**config.mk**
```make
export PLATFORM = sky130hd
export DESIGN_NAME = dsp_offset_threshold_bank
export DESIGN_NICKNAME = d
export VERILOG_FILES = /design/src/hw/dsp_bank_pkg.sv /design/src/hw/dsp_offset_threshold_bank.sv
export SDC_FILE = /design/constraint.sdc
export NUM_CORES = 1
export LEC_CHECK = 0
export BUFFER_PORTS_ARGS = -buffer_cell sky130_fd_sc_hd__buf_2
export CAP_MARGIN = 20
export CORE_MARGIN = 5
export CORE_UTILIZATION = 55
export DETAILED_ROUTE_END_ITERATION = 8
export GPL_TIMING_DRIVEN = 0
export PLACE_DENSITY = 0.78
export REMOVE_ABC_BUFFERS = 1
export SYNTH_ARGS = -nofsm -noshare
export SYNTH_HDL_FRONTEND = slang
export SYNTH_SLANG_ARGS = --single-unit
```
**constraint.sdc**
```tcl
create_clock -name pclk -period 4.5 [get_ports pclk]
set_clock_uncertainty 0.05 [all_clocks]
set_input_delay 0.9 -clock pclk [delete_from_list [all_inputs] [get_ports pclk]]
set_output_delay 0.9 -clock pclk [all_outputs]
set_load 0.01 [all_outputs]
```
**src/hw/dsp_bank_pkg.sv**
```systemverilog
package dsp_bank_pkg;
    // ************************************************************
    // printed register indices (byte address = index * 4)
    // ************************************************************
    localparam logic [7:0] idx_phase_lo = 8'h24;
    localparam logic [7:0] idx_phase_hi = 8'h25;
    localparam logic [7:0] idx_dc_lo = 8'h26;
    localparam logic [7:0] idx_dc_hi = 8'h27;
    localparam logic [7:0] idx_factory = 8'h28;
    localparam logic [7:0] idx_tx_level = 8'h29;
    localparam logic [7:0] idx_noise_lo = 8'h2A;
    localparam logic [7:0] idx_noise_hi = 8'h2B;
    localparam logic [7:0] idx_hold_lo = 8'h2C;
    localparam logic [7:0] idx_hold_hi = 8'h2D;
    localparam logic [7:0] idx_lock = 8'h2E;
    localparam logic [7:0] idx_upper_lo = 8'h30;
    localparam logic [7:0] idx_upper_hi = 8'h31;
    localparam logic [7:0] idx_lower_lo = 8'h32;
    localparam logic [7:0] idx_lower_hi = 8'h33;
    // own registers: control, event status, clear, enable
    localparam logic [7:0] idx_control = 8'h40;
    localparam logic [7:0] idx_status = 8'h41;
    localparam logic [7:0] idx_clear = 8'h42;
    localparam logic [7:0] idx_enable = 8'h43;
    // ************************************************************
    // field layout and constants
    // ************************************************************
    localparam int gain_lsb = 2;
    localparam int gain_msb = 5;
    localparam int lock_msb = 6;
    localparam int ev_sync = 0;
    localparam int ev_high = 1;
    localparam int ev_low = 2;
    localparam int ev_width = 3;
    localparam int ctl_auto_sync = 0;
    localparam logic [2:0] pause_symbols = 3'h5;
    localparam logic [7:0] window_len = 8'h80;
    localparam logic [7:0] desync_len = 8'h17;
endpackage : dsp_bank_pkg

```
**src/hw/dsp_offset_threshold_bank.sv**
```systemverilog
// Added by the designer: the APB interface to the registers.
`timescale 1ns/1ns
`default_nettype none
// What this block does
// RULE1 - subtract signed phase offset from phase detector after meter tap, before loop filter
// RULE2 - subtract signed receive_dc_correction at format conversion output, ahead of level meters
// RULE3 - present read-only signed 4-bit factory gain in bits 5..2; writes ignored
// RULE4 - apply signed 4-bit transmit gain from bits 5..2, 1000 lowest, 0111 highest
// RULE5 - host copies factory value into gain field or writes its own at start
// RULE6 - count slicer error samples whose magnitude strictly exceeds noise limit
// RULE7 - force predictor correction to zero for 5 symbols after last exceedance
// RULE8 - predictor coefficients keep updating during a pause
// RULE9 - unsigned 7-bit lock limit; sync passes when match count strictly exceeds it
// RULE10 - lock limit ignored while automatic sync mode is off
// RULE11 - set high alarm flag when far-end level strictly above upper limit
// RULE12 - set low alarm flag when far-end level strictly below lower limit
// RULE13 - host programs thresholds only with non-negative values up to 7FFF
// RULE14 - in auto sync set sync flag once match count exceeds limit within 128 cycles; code counts a 128-symbol window after 23 settle symbols
// RULE15 - two-byte registers: low byte at lower index, high byte next, one 16-bit value
module dsp_offset_threshold_bank (
    input wire logic pclk,
    input wire logic presetn,
    input wire logic psel,
    input wire logic penable,
    input wire logic pwrite,
    input wire logic [11:0] paddr,
    input wire logic [31:0] pwdata,
    output logic [31:0] prdata,
    output logic pready,
    output logic pslverr,
    input wire logic [3:0] factory_gain,
    input wire logic sym_strobe,
    input wire logic [15:0] phase_detect,
    output logic [15:0] phase_to_loop,
    input wire logic [15:0] rx_format,
    output logic [15:0] rx_corrected,
    output logic [3:0] tx_gain_code,
    input wire logic [15:0] slicer_error,
    output logic noise_hit,
    output logic predictor_pause,
    input wire logic match_bit,
    output logic auto_sync_mode,
    input wire logic [15:0] far_end_level,
    output logic irq
);
    // ************************************************************
    // storage
    // ************************************************************
    logic [15:0] phase_ff, dc_ff, noise_ff, hold_ff, upper_ff, lower_ff;
    logic [7:0] tx_level_ff;
    logic [6:0] lock_ff;
    logic [3:0] factory_ff;
    logic [7:0] control_ff;
    logic [2:0] status_ff, enable_ff;
    logic [2:0] pause_cnt_ff;
    logic [7:0] phase_cnt_ff;
    logic [7:0] match_cnt_ff;
    logic searching_ff;
    logic [15:0] phase_out_ff, rx_out_ff;
    logic [3:0] fact_sync1_ff, fact_sync2_ff;
    logic strap_taken_ff;
    logic [31:0] prdata_ff;

    // ************************************************************
    // helpers
    // ************************************************************
    // magnitude of a signed sample, saturating the most negative code
    function automatic logic [15:0] mag(input logic [15:0] v);
        logic [15:0] n;
        n = 16'(~v + 16'h0001);
        if (!v[15]) begin
            mag = v;
        end else if (n[15]) begin
            mag = 16'h7FFF;
        end else begin
            mag = n;
        end
    endfunction : mag

    // merge one byte into the low or high half of a word
    function automatic logic [15:0] put_byte(input logic [15:0] old, input logic hi,
                                             input logic [7:0] b);
        put_byte = hi ? {b, old[7:0]} : {old[15:8], b};
    endfunction : put_byte

    logic access, wr, rd;
    logic [7:0] idx;
    logic [15:0] err_mag;
    logic [2:0] events;
    logic [7:0] nxt_match_cnt;
    assign access = psel && penable;
    assign wr = access && pwrite;
    assign rd = access && !pwrite;
    assign idx = paddr[9:2];
    assign err_mag = mag(slicer_error);
    assign pready = 1'b1;
    assign pslverr = 1'b0;

    // ************************************************************
    // factory strap capture after reset release
    // ************************************************************
    // strap is synchronised then followed until the first control register write
    always_ff @(posedge pclk or negedge presetn) begin
        if (!presetn) begin
            fact_sync1_ff <= 4'h0;
            fact_sync2_ff <= 4'h0;
            factory_ff <= 4'h0;
            strap_taken_ff <= 1'b0;
        end else begin
            fact_sync1_ff <= factory_gain;
            fact_sync2_ff <= fact_sync1_ff;
            strap_taken_ff <= 1'b1;
            if (!strap_taken_ff || !control_ff[7]) begin
                factory_ff <= fact_sync2_ff; // RULE3
            end
        end
    end

    // ************************************************************
    // register writes
    // ************************************************************
    // two-byte registers assemble from low and high indices
    always_ff @(posedge pclk or negedge presetn) begin
        if (!presetn) begin
            phase_ff <= 16'h0000;
            dc_ff <= 16'h0000;
            noise_ff <= 16'h0000;
            hold_ff <= 16'h0000;
            upper_ff <= 16'h0000;
            lower_ff <= 16'h0000;
            tx_level_ff <= 8'h00;
            lock_ff <= 7'h00;
            control_ff <= 8'h00;
            enable_ff <= 3'h0;
        end else if (wr) begin
            case (idx)
                dsp_bank_pkg::idx_phase_lo, dsp_bank_pkg::idx_phase_hi: begin
                    phase_ff <= put_byte(phase_ff, idx[0], pwdata[7:0]); // RULE15
                end
                dsp_bank_pkg::idx_dc_lo, dsp_bank_pkg::idx_dc_hi: begin
                    dc_ff <= put_byte(dc_ff, idx[0], pwdata[7:0]); // RULE15
                end
                dsp_bank_pkg::idx_noise_lo, dsp_bank_pkg::idx_noise_hi: begin
                    noise_ff <= put_byte(noise_ff, idx[0], pwdata[7:0]);
                end
                dsp_bank_pkg::idx_hold_lo, dsp_bank_pkg::idx_hold_hi: begin
                    hold_ff <= put_byte(hold_ff, idx[0], pwdata[7:0]);
                end
                dsp_bank_pkg::idx_upper_lo, dsp_bank_pkg::idx_upper_hi: begin
                    upper_ff <= put_byte(upper_ff, idx[0], pwdata[7:0]);
                end
                dsp_bank_pkg::idx_lower_lo, dsp_bank_pkg::idx_lower_hi: begin
                    lower_ff <= put_byte(lower_ff, idx[0], pwdata[7:0]);
                end
                dsp_bank_pkg::idx_tx_level: begin
                    tx_level_ff <= {2'h0, pwdata[dsp_bank_pkg::gain_msb:dsp_bank_pkg::gain_lsb],
                                    2'h0}; // RULE4
                end
                dsp_bank_pkg::idx_lock: begin
                    lock_ff <= pwdata[dsp_bank_pkg::lock_msb:0]; // RULE9
                end
                dsp_bank_pkg::idx_control: begin
                    control_ff <= {1'b1, 6'h00, pwdata[dsp_bank_pkg::ctl_auto_sync]};
                end
                dsp_bank_pkg::idx_enable: begin
                    enable_ff <= pwdata[dsp_bank_pkg::ev_width-1:0];
                end
                default: begin
                end
            endcase
        end
    end

    // ************************************************************
    // datapath corrections
    // ************************************************************
    // offsets subtracted on every cycle, registered outputs
    always_ff @(posedge pclk or negedge presetn) begin
        if (!presetn) begin
            phase_out_ff <= 16'h0000;
            rx_out_ff <= 16'h0000;
        end else begin
            phase_out_ff <= 16'(phase_detect - phase_ff); // RULE1
            rx_out_ff <= 16'(rx_format - dc_ff); // RULE2
        end
    end
    assign phase_to_loop = phase_out_ff;
    assign rx_corrected = rx_out_ff;
    assign tx_gain_code = tx_level_ff[dsp_bank_pkg::gain_msb:dsp_bank_pkg::gain_lsb]; // RULE4
    assign noise_hit = sym_strobe && (err_mag > noise_ff); // RULE6

    // ************************************************************
    // predictor pause
    // ************************************************************
    // counter reloads on every exceedance; only correction is gated
    always_ff @(posedge pclk or negedge presetn) begin
        if (!presetn) begin
            pause_cnt_ff <= 3'h0;
        end else if (sym_strobe) begin
            if (err_mag > hold_ff) begin
                pause_cnt_ff <= dsp_bank_pkg::pause_symbols; // RULE7
            end else if (pause_cnt_ff != 3'h0) begin
                pause_cnt_ff <= 3'(pause_cnt_ff - 3'h1);
            end
        end
    end
    assign predictor_pause = (pause_cnt_ff != 3'h0); // RULE7 RULE8

    // ************************************************************
    // automatic descrambler sync search
    // ************************************************************
    // 23 settle symbols then a 128-symbol compare window, repeated
    assign auto_sync_mode = control_ff[dsp_bank_pkg::ctl_auto_sync];
    // match count including the sample on this strobe
    assign nxt_match_cnt = 8'(match_cnt_ff + {7'h00, match_bit});
    always_ff @(posedge pclk or negedge presetn) begin
        if (!presetn) begin
            phase_cnt_ff <= 8'h00;
            match_cnt_ff <= 8'h00;
            searching_ff <= 1'b0;
        end else if (!auto_sync_mode || status_ff[dsp_bank_pkg::ev_sync]) begin
            phase_cnt_ff <= 8'h00; // RULE10
            match_cnt_ff <= 8'h00;
            searching_ff <= 1'b0;
        end else if (sym_strobe) begin
            phase_cnt_ff <= 8'(phase_cnt_ff + 8'h01);
            if (!searching_ff && phase_cnt_ff == 8'(dsp_bank_pkg::desync_len - 8'h01)) begin
                searching_ff <= 1'b1;
                phase_cnt_ff <= 8'h00;
            end else if (searching_ff) begin
                match_cnt_ff <= nxt_match_cnt;
                // the last window sample may still pass, so keep its count then
                if (phase_cnt_ff == 8'(dsp_bank_pkg::window_len - 8'h01)
                    && nxt_match_cnt <= {1'b0, lock_ff}) begin
                    searching_ff <= 1'b0; // RULE14
                    phase_cnt_ff <= 8'h00;
                    match_cnt_ff <= 8'h00;
                end
            end
        end
    end

    // ************************************************************
    // events and interrupt
    // ************************************************************
    assign events[dsp_bank_pkg::ev_sync] = auto_sync_mode && searching_ff
                                           && (match_cnt_ff > {1'b0, lock_ff}); // RULE9 RULE14
    assign events[dsp_bank_pkg::ev_high] = $signed(far_end_level) > $signed(upper_ff); // RULE11
    assign events[dsp_bank_pkg::ev_low] = $signed(far_end_level) < $signed(lower_ff); // RULE12

    // sticky flags, set wins over clear; sync cannot clear while auto mode on
    always_ff @(posedge pclk or negedge presetn) begin
        if (!presetn) begin
            status_ff <= 3'h0;
        end else begin
            status_ff[dsp_bank_pkg::ev_sync] <= events[dsp_bank_pkg::ev_sync]
                | (status_ff[dsp_bank_pkg::ev_sync] & ~(wr && idx == dsp_bank_pkg::idx_clear
                   && pwdata[dsp_bank_pkg::ev_sync] && !auto_sync_mode));
            status_ff[dsp_bank_pkg::ev_high] <= events[dsp_bank_pkg::ev_high]
                | (status_ff[dsp_bank_pkg::ev_high] & ~(wr && idx == dsp_bank_pkg::idx_clear
                   && pwdata[dsp_bank_pkg::ev_high])); // RULE11
            status_ff[dsp_bank_pkg::ev_low] <= events[dsp_bank_pkg::ev_low]
                | (status_ff[dsp_bank_pkg::ev_low] & ~(wr && idx == dsp_bank_pkg::idx_clear
                   && pwdata[dsp_bank_pkg::ev_low])); // RULE12
        end
    end
    assign irq = |(status_ff & enable_ff);

    // ************************************************************
    // read data
    // ************************************************************
    // byte registers in the low bits, unmapped reads zero
    always_ff @(posedge pclk or negedge presetn) begin
        if (!presetn) begin
            prdata_ff <= 32'h0000_0000;
        end else if (psel && !penable && !pwrite) begin
            case (paddr[9:2])
                dsp_bank_pkg::idx_phase_lo: prdata_ff <= {24'h0, phase_ff[7:0]};
                dsp_bank_pkg::idx_phase_hi: prdata_ff <= {24'h0, phase_ff[15:8]};
                dsp_bank_pkg::idx_dc_lo: prdata_ff <= {24'h0, dc_ff[7:0]};
                dsp_bank_pkg::idx_dc_hi: prdata_ff <= {24'h0, dc_ff[15:8]};
                dsp_bank_pkg::idx_factory: prdata_ff <= {26'h0, factory_ff, 2'h0}; // RULE3
                dsp_bank_pkg::idx_tx_level: prdata_ff <= {24'h0, tx_level_ff};
                dsp_bank_pkg::idx_noise_lo: prdata_ff <= {24'h0, noise_ff[7:0]};
                dsp_bank_pkg::idx_noise_hi: prdata_ff <= {24'h0, noise_ff[15:8]};
                dsp_bank_pkg::idx_hold_lo: prdata_ff <= {24'h0, hold_ff[7:0]};
                dsp_bank_pkg::idx_hold_hi: prdata_ff <= {24'h0, hold_ff[15:8]};
                dsp_bank_pkg::idx_lock: prdata_ff <= {25'h0, lock_ff};
                dsp_bank_pkg::idx_upper_lo: prdata_ff <= {24'h0, upper_ff[7:0]};
                dsp_bank_pkg::idx_upper_hi: prdata_ff <= {24'h0, upper_ff[15:8]};
                dsp_bank_pkg::idx_lower_lo: prdata_ff <= {24'h0, lower_ff[7:0]};
                dsp_bank_pkg::idx_lower_hi: prdata_ff <= {24'h0, lower_ff[15:8]};
                dsp_bank_pkg::idx_control: prdata_ff <= {31'h0, control_ff[0]};
                dsp_bank_pkg::idx_status: prdata_ff <= {29'h0, status_ff};
                dsp_bank_pkg::idx_enable: prdata_ff <= {29'h0, enable_ff};
                default: prdata_ff <= 32'h0000_0000;
            endcase
        end
    end
    assign prdata = prdata_ff;
endmodule : dsp_offset_threshold_bank
`default_nettype wire

```
### After elaboration in Yosys (flattened, before gate mapping)

Cells that the tools add are included.

| storage, ports and cells | value |
|---|---|
| bits of input ports | 119 |
| bits in latches | 0 |
| bits in registers | 212 |
| memories kept | 0 |
| output and inout port bits | 74 |
| ROM bits | 0 |
| word-level logic and storage cells | 145 |
| RAM bits | 0 |

| operators by class | value |
|---|---|
| order comparisons | 6 |
| equality and inequality tests | 22 |
| shifts and indexed selects | 0 |
| multiplexer cells | 20 |
| bitwise gates (word level) | 12 |
| reduce and logical (&&, ||, !) cells | 51 |
| add/subtract/negate cells | 6 |
| multipliers | 0 |
| divide/modulo/power cells | 0 |

Operators with widths:

| cell | count |
|---|---|
| 8-bit case mux with 18 select lines | 1 |
| 8-bit by 6-bit == test with 1-bit output, second input constant | 15 |
| 8-bit two-way mux | 10 |
| 16-bit > comparator | 3 |
| 8-bit by 7-bit == test with 1-bit output, second input constant | 5 |
| 3-bit AND reduction | 13 |
| 16-bit subtractor | 2 |
| 16-bit by 1-bit adder with 16-bit output, second input constant | 1 |
| 16-bit < comparator | 1 |
| 16-bit two-way mux | 1 |
| 16-bit NOT | 1 |
| 15-bit two-way mux | 1 |
| 1-bit logical AND | 14 |
| 2-bit OR reduction | 6 |
| 2-bit AND reduction | 5 |
| 8-bit by 1-bit adder with 8-bit output | 1 |
| 8-bit by 1-bit adder with 8-bit output, second input constant | 1 |
| 8-bit by 5-bit == test with 1-bit output, second input constant | 1 |
| 8-bit by 7-bit > comparator with 1-bit output | 1 |
| 8-bit by 7-bit <= comparator with 1-bit output | 1 |
| 1-bit zero test | 6 |
| 3-bit two-way mux | 2 |
| 2-bit nonzero test | 3 |
| 1-bit two-way mux | 5 |
| 9 further kinds | 17 |

### Longest topological paths before layout

| depth | value |
|---|---|
| depth in word-level cells | 8 |
| depth in mapped cells | 17 |
| gate-level depth less buffers | 17 |

### Worst setup path after synthesis

No wires, ideal clock.

| timing path | value |
|---|---|
| kind | in2out |
| start point | in slicer_error[5] |
| end point | out noise_hit |
| arrival | 3328 ps |
| path buffers | 0 |
| cell stages on the path | 13 |
| slack | 222 ps |
| required time | 3550 ps |
| cell sequence | or3_1 or3_1 o31a_1 xnor2_1 nand2_1 ha_1 a211oi_1 nor2_1 nor3_1 o21bai_1 a21oi_1 o211ai_1 and3_1 |

| between the ends | value |
|---|---|
| word-level cells in the longest chain between the ends | 6 |

RTL lines:

| what | line | source |
|---|---|---|
| start, declared | dsp_offset_threshold_bank.sv:38 | `input wire logic [15:0] slicer_error,` |
| 16-bit NOT | dsp_offset_threshold_bank.sv:70 | `n = 16'(~v + 16'h0001);` |
| 16-bit by 1-bit adder with 16-bit output | dsp_offset_threshold_bank.sv:70 |  |
| 15-bit two-way mux | dsp_offset_threshold_bank.sv:73 | `end else if (n[15]) begin` |
| 16-bit two-way mux (*) | dsp_offset_threshold_bank.sv:71 | `if (!v[15]) begin` |
| 16-bit > comparator (*) | dsp_offset_threshold_bank.sv:190 | `assign noise_hit = sym_strobe && (err_mag > noise_ff);` |
| 1-bit logical AND (*) | dsp_offset_threshold_bank.sv:190 |  |
| end, declared | dsp_offset_threshold_bank.sv:39 | `output logic noise_hit,` |

Mark *: on every way between the ends. The rest lies on a longest branch, timed or not.

### Worst setup path in the final report

Ends and elaborated chain as after synthesis.

==> run metrics <==
Worst-Margin Slew=1.10 ns; EDFF count, synth=0; Final Cycle Share=105%; Crit Path Category=in -> out; initial antenna violation count=0; post-route minimum period=4.72 ns; GRT Total Usage=26.0%; clk buf depth=2; fin worst setup slack=-0.223 ns; first-pass GRT wire length=51100 µm; Num Clock Sinks=between 150 and 200; violated checks=negative setup slack; Root Driver=clkbuf_16; final WL=about 32000 µm; gr ovfl total=0; initial DRC count=824; register area share after synthesis=39.0%; Finished Core Util=62.6%; # IOs=193; PD cells=about 290 mW/mm²; Cell Rows=54; diode count=0; setup total negative slack=-0.223 ns; Final Max Tran Viols=0; Mapped Cells=between 1k and 1.5k; H-tree depth=4; area grow syn2layout=12.5%; setup violators final=1; Arr. time, crit path=3.77 ns; data required time of the worst path=3.55 ns; Hold Crit Class=reg -> reg; Slew HR=26.3%; crit start category=input pin; Final ANT Viol Nets=0; Netlist cell types=75; via count=9969; die extent in y=158 µm; # DRC=0; RSZ-0062 raised after global routing=true; max cap viols=0; core box area=0.0217 mm²; CTS tree=yes; Mapped Area=between 0.01 and 0.015 mm²; clk_lat worst skew=0.44 ns; Leakage Power=6.67 nW; commonest cells after routing, fill and taps aside=188 x dfrtp_1, 152 x nand2_1, 134 x buf_2; Seq cells post-synth=approximately 190; die width=158 µm; peak supply drop=0.243 mV; Seq. cell area=0.00470 mm²; effective utilization at floorplan=55.6%; number of vias per cell=between 5 and 6; GP Congestion=0.992; commonest non-fill, non-tap cell in the layout=dfrtp_1; Die Area=0.0250 mm²; dominant synthesized flop cell=dfrtp_1; Mean Syn Cell Area=9.42 µm²; Port Buf Inserts=approximately 140; multi-input gate area in the final layout=0.00662 mm²; nets@finish=about 1.6k; DR WL/cell=18.9 µm; # fillers=1796; Warnings, synthesis=0; Max Freq=212 MHz; CP Max Fanout=4; Post-DP HPWL=23500 µm; asr flop ratio synth=between 90% and 100%; critical path endpoint category=output port; total CTS buffers=17; vias in the first global route=9799; largest net degree at the start of global routing=99; clk slew on worst S/H paths=0.07 ns; DRT Pass-1 Iters=5; result of the run=finished, violations left; layout cells sized above 1=around 19%; Final Hold Vio Count=0
flip-flops by register name (all words and copies together), names as in the netlist, 7 cells and up:
register / count
dc_ff: 16
rx_corrected: 16
lock_ff: 7
phase_to_loop: 16
noise_ff: 16
prdata: 8
phase_cnt_ff: 8
lower_ff: 16
phase_ff: 16
hold_ff: 16
upper_ff: 16
match_cnt_ff: 8
final timing paths:
path	slack, ns	cells after the start	to	start
worst max-delay path	-0.22	16	noise_hit	slicer_error[5]
worst min-delay path	0.30	0	fact_sync2_ff[2]$_DFF_PN0_	fact_sync1_ff[2]$_DFF_PN0_
worst max register to register	1.74	12	match_cnt_ff[4]$_DFFE_PN0P_	match_cnt_ff[0]$_DFFE_PN0P_
worst min register to register	0.30	0	fact_sync2_ff[2]$_DFF_PN0_	fact_sync1_ff[2]$_DFF_PN0_
max in group asynchronous	3.03	2	match_cnt_ff[1]$_DFFE_PN0P_	presetn
min in group asynchronous	0.43	1	phase_to_loop[3]$_DFF_PN0_	presetn
worst max-delay path, cell delays in order:
cell and delay, ns:
buf_6 0.10, or3_4 0.41, or3_4 0.37, nor2_1 0.09, nand2_1 0.07, o21a_1 0.21, nor2_2 0.11, a31oi_1 0.08
ha_1 0.34, nand4_1 0.12, nor2_2 0.17, and4_1 0.23, buf_4 0.11, nand3_1 0.09, and3_1 0.22, buf_2 0.14
synth_stat cells (all sizes together) (3+ instances only):
cell      n  area, µm²
a21o     16        120
a32oi     5       51.3
nand3    23        115
nor4      4       40.0
a311oi    3       26.3
nor3     22        168
o21bai    3       22.5
a221o     3       30.0
o211ai   10       75.1
mux4      6        135
or3      12       85.1
o21ai   120        627
clkbuf   22       82.6
nor2     46        220
a22oi    18        135
and4      4       35.0
inv     125        469
ha      110       1380
o21a      6       45.0
mux2     46        518
nor4b     5       50.0
nand3b    5       37.5
or2       7       43.8
o31ai     7       52.6
a221oi    6       52.6
o22ai    13       81.3
nand2   152        571
mux2i     8       80.1
nand4    15       93.8
nor2b    21        131
nand2b   17        106
a21oi    67        335
a21boi    5       37.5
o221ai    3       32.5
a22o      9       78.8
and3      9       56.3
buf      46        324
xor2     17        149
a31oi     9       56.3
dfrtp   188       4700
a211oi    8       60.1
xnor2    29        254
or4b      3       33.8
a222oi    3       30.0
layout make-up:
class                           instances  area share [%]
Timing Repair Buffer                  148            6.03
Clock buffer                           19            3.26
Sequential cell                       188            34.7
Tap cell                              280            2.58
Inverter                              125            3.46
Multi-Input combinational cell        924            48.8
Clock inverter                         13            1.20
cell families (layout without fill, tap and decap cells):
family                     count (synthesis)  after routing  synth area share [%]
and+or+nand+nor                          350            350                  15.2
AOI/OAI and AO/OA                        329            329                  17.3
buffers and inverters                    193            305                  7.26
DFF                                      188            188                  39.0
adders and majority gates                112            112                  11.7
muxes                                     60             60                  6.08
xor gates and xnor gates                  46             46                  3.34
other                                      2             27                0.0623
stage by stage:
| step | total power, W | hold slack [ns] | cell area [µm²] | worst slack, ns | std cells |
|---|---|---|---|---|---|
| 2_1_floorplan | 0.00214 | 0.281 | 11700 | 0.219 | 1237 |
| 6_report | 0.00394 | 0.301 | 13600 | -0.223 | 1697 |
| 3_5_place_dp | 0.00239 | 0.291 | 12800 | -0.349 | 1657 |
| 5_1_grt | 0.00411 | 0.319 | 13600 | -0.352 | 1697 |
| 4_1_cts | 0.00395 | 0.301 | 13600 | -0.0731 | 1696 |
| 3_3_place_gp | 0.00236 | 0.285 | 12800 | -0.544 | 1655 |
per-layer routing:
layer  up-vias  wire [µm]  global-route usage [%]
li1       4715          -                       -
met1      4775      13100                    34.4
met2       398      15300                    43.2
met3        81       2310                    4.10
met4         0       1220                    9.91
met5         -          0                       0
power by group:
group          internal, W  switching [W]  total (W)
Clock             0.000893       0.000672    0.00157
Sequential         0.00176      0.0000341    0.00179
Combinational     0.000226       0.000357   0.000583
Total              0.00287        0.00106    0.00394
what timing repair did:
item / CTS / global route
pin swaps: 9 / 6
hold endpoints to repair: 0 / 0
buffers inserted: 7 / 1
gates resized for setup: 17 / 1
setup endpoints to repair: 1 / 1
gates cloned: 0 / 0
hold buffers: 0 / 0
Power figures use the tool's default switching activity.
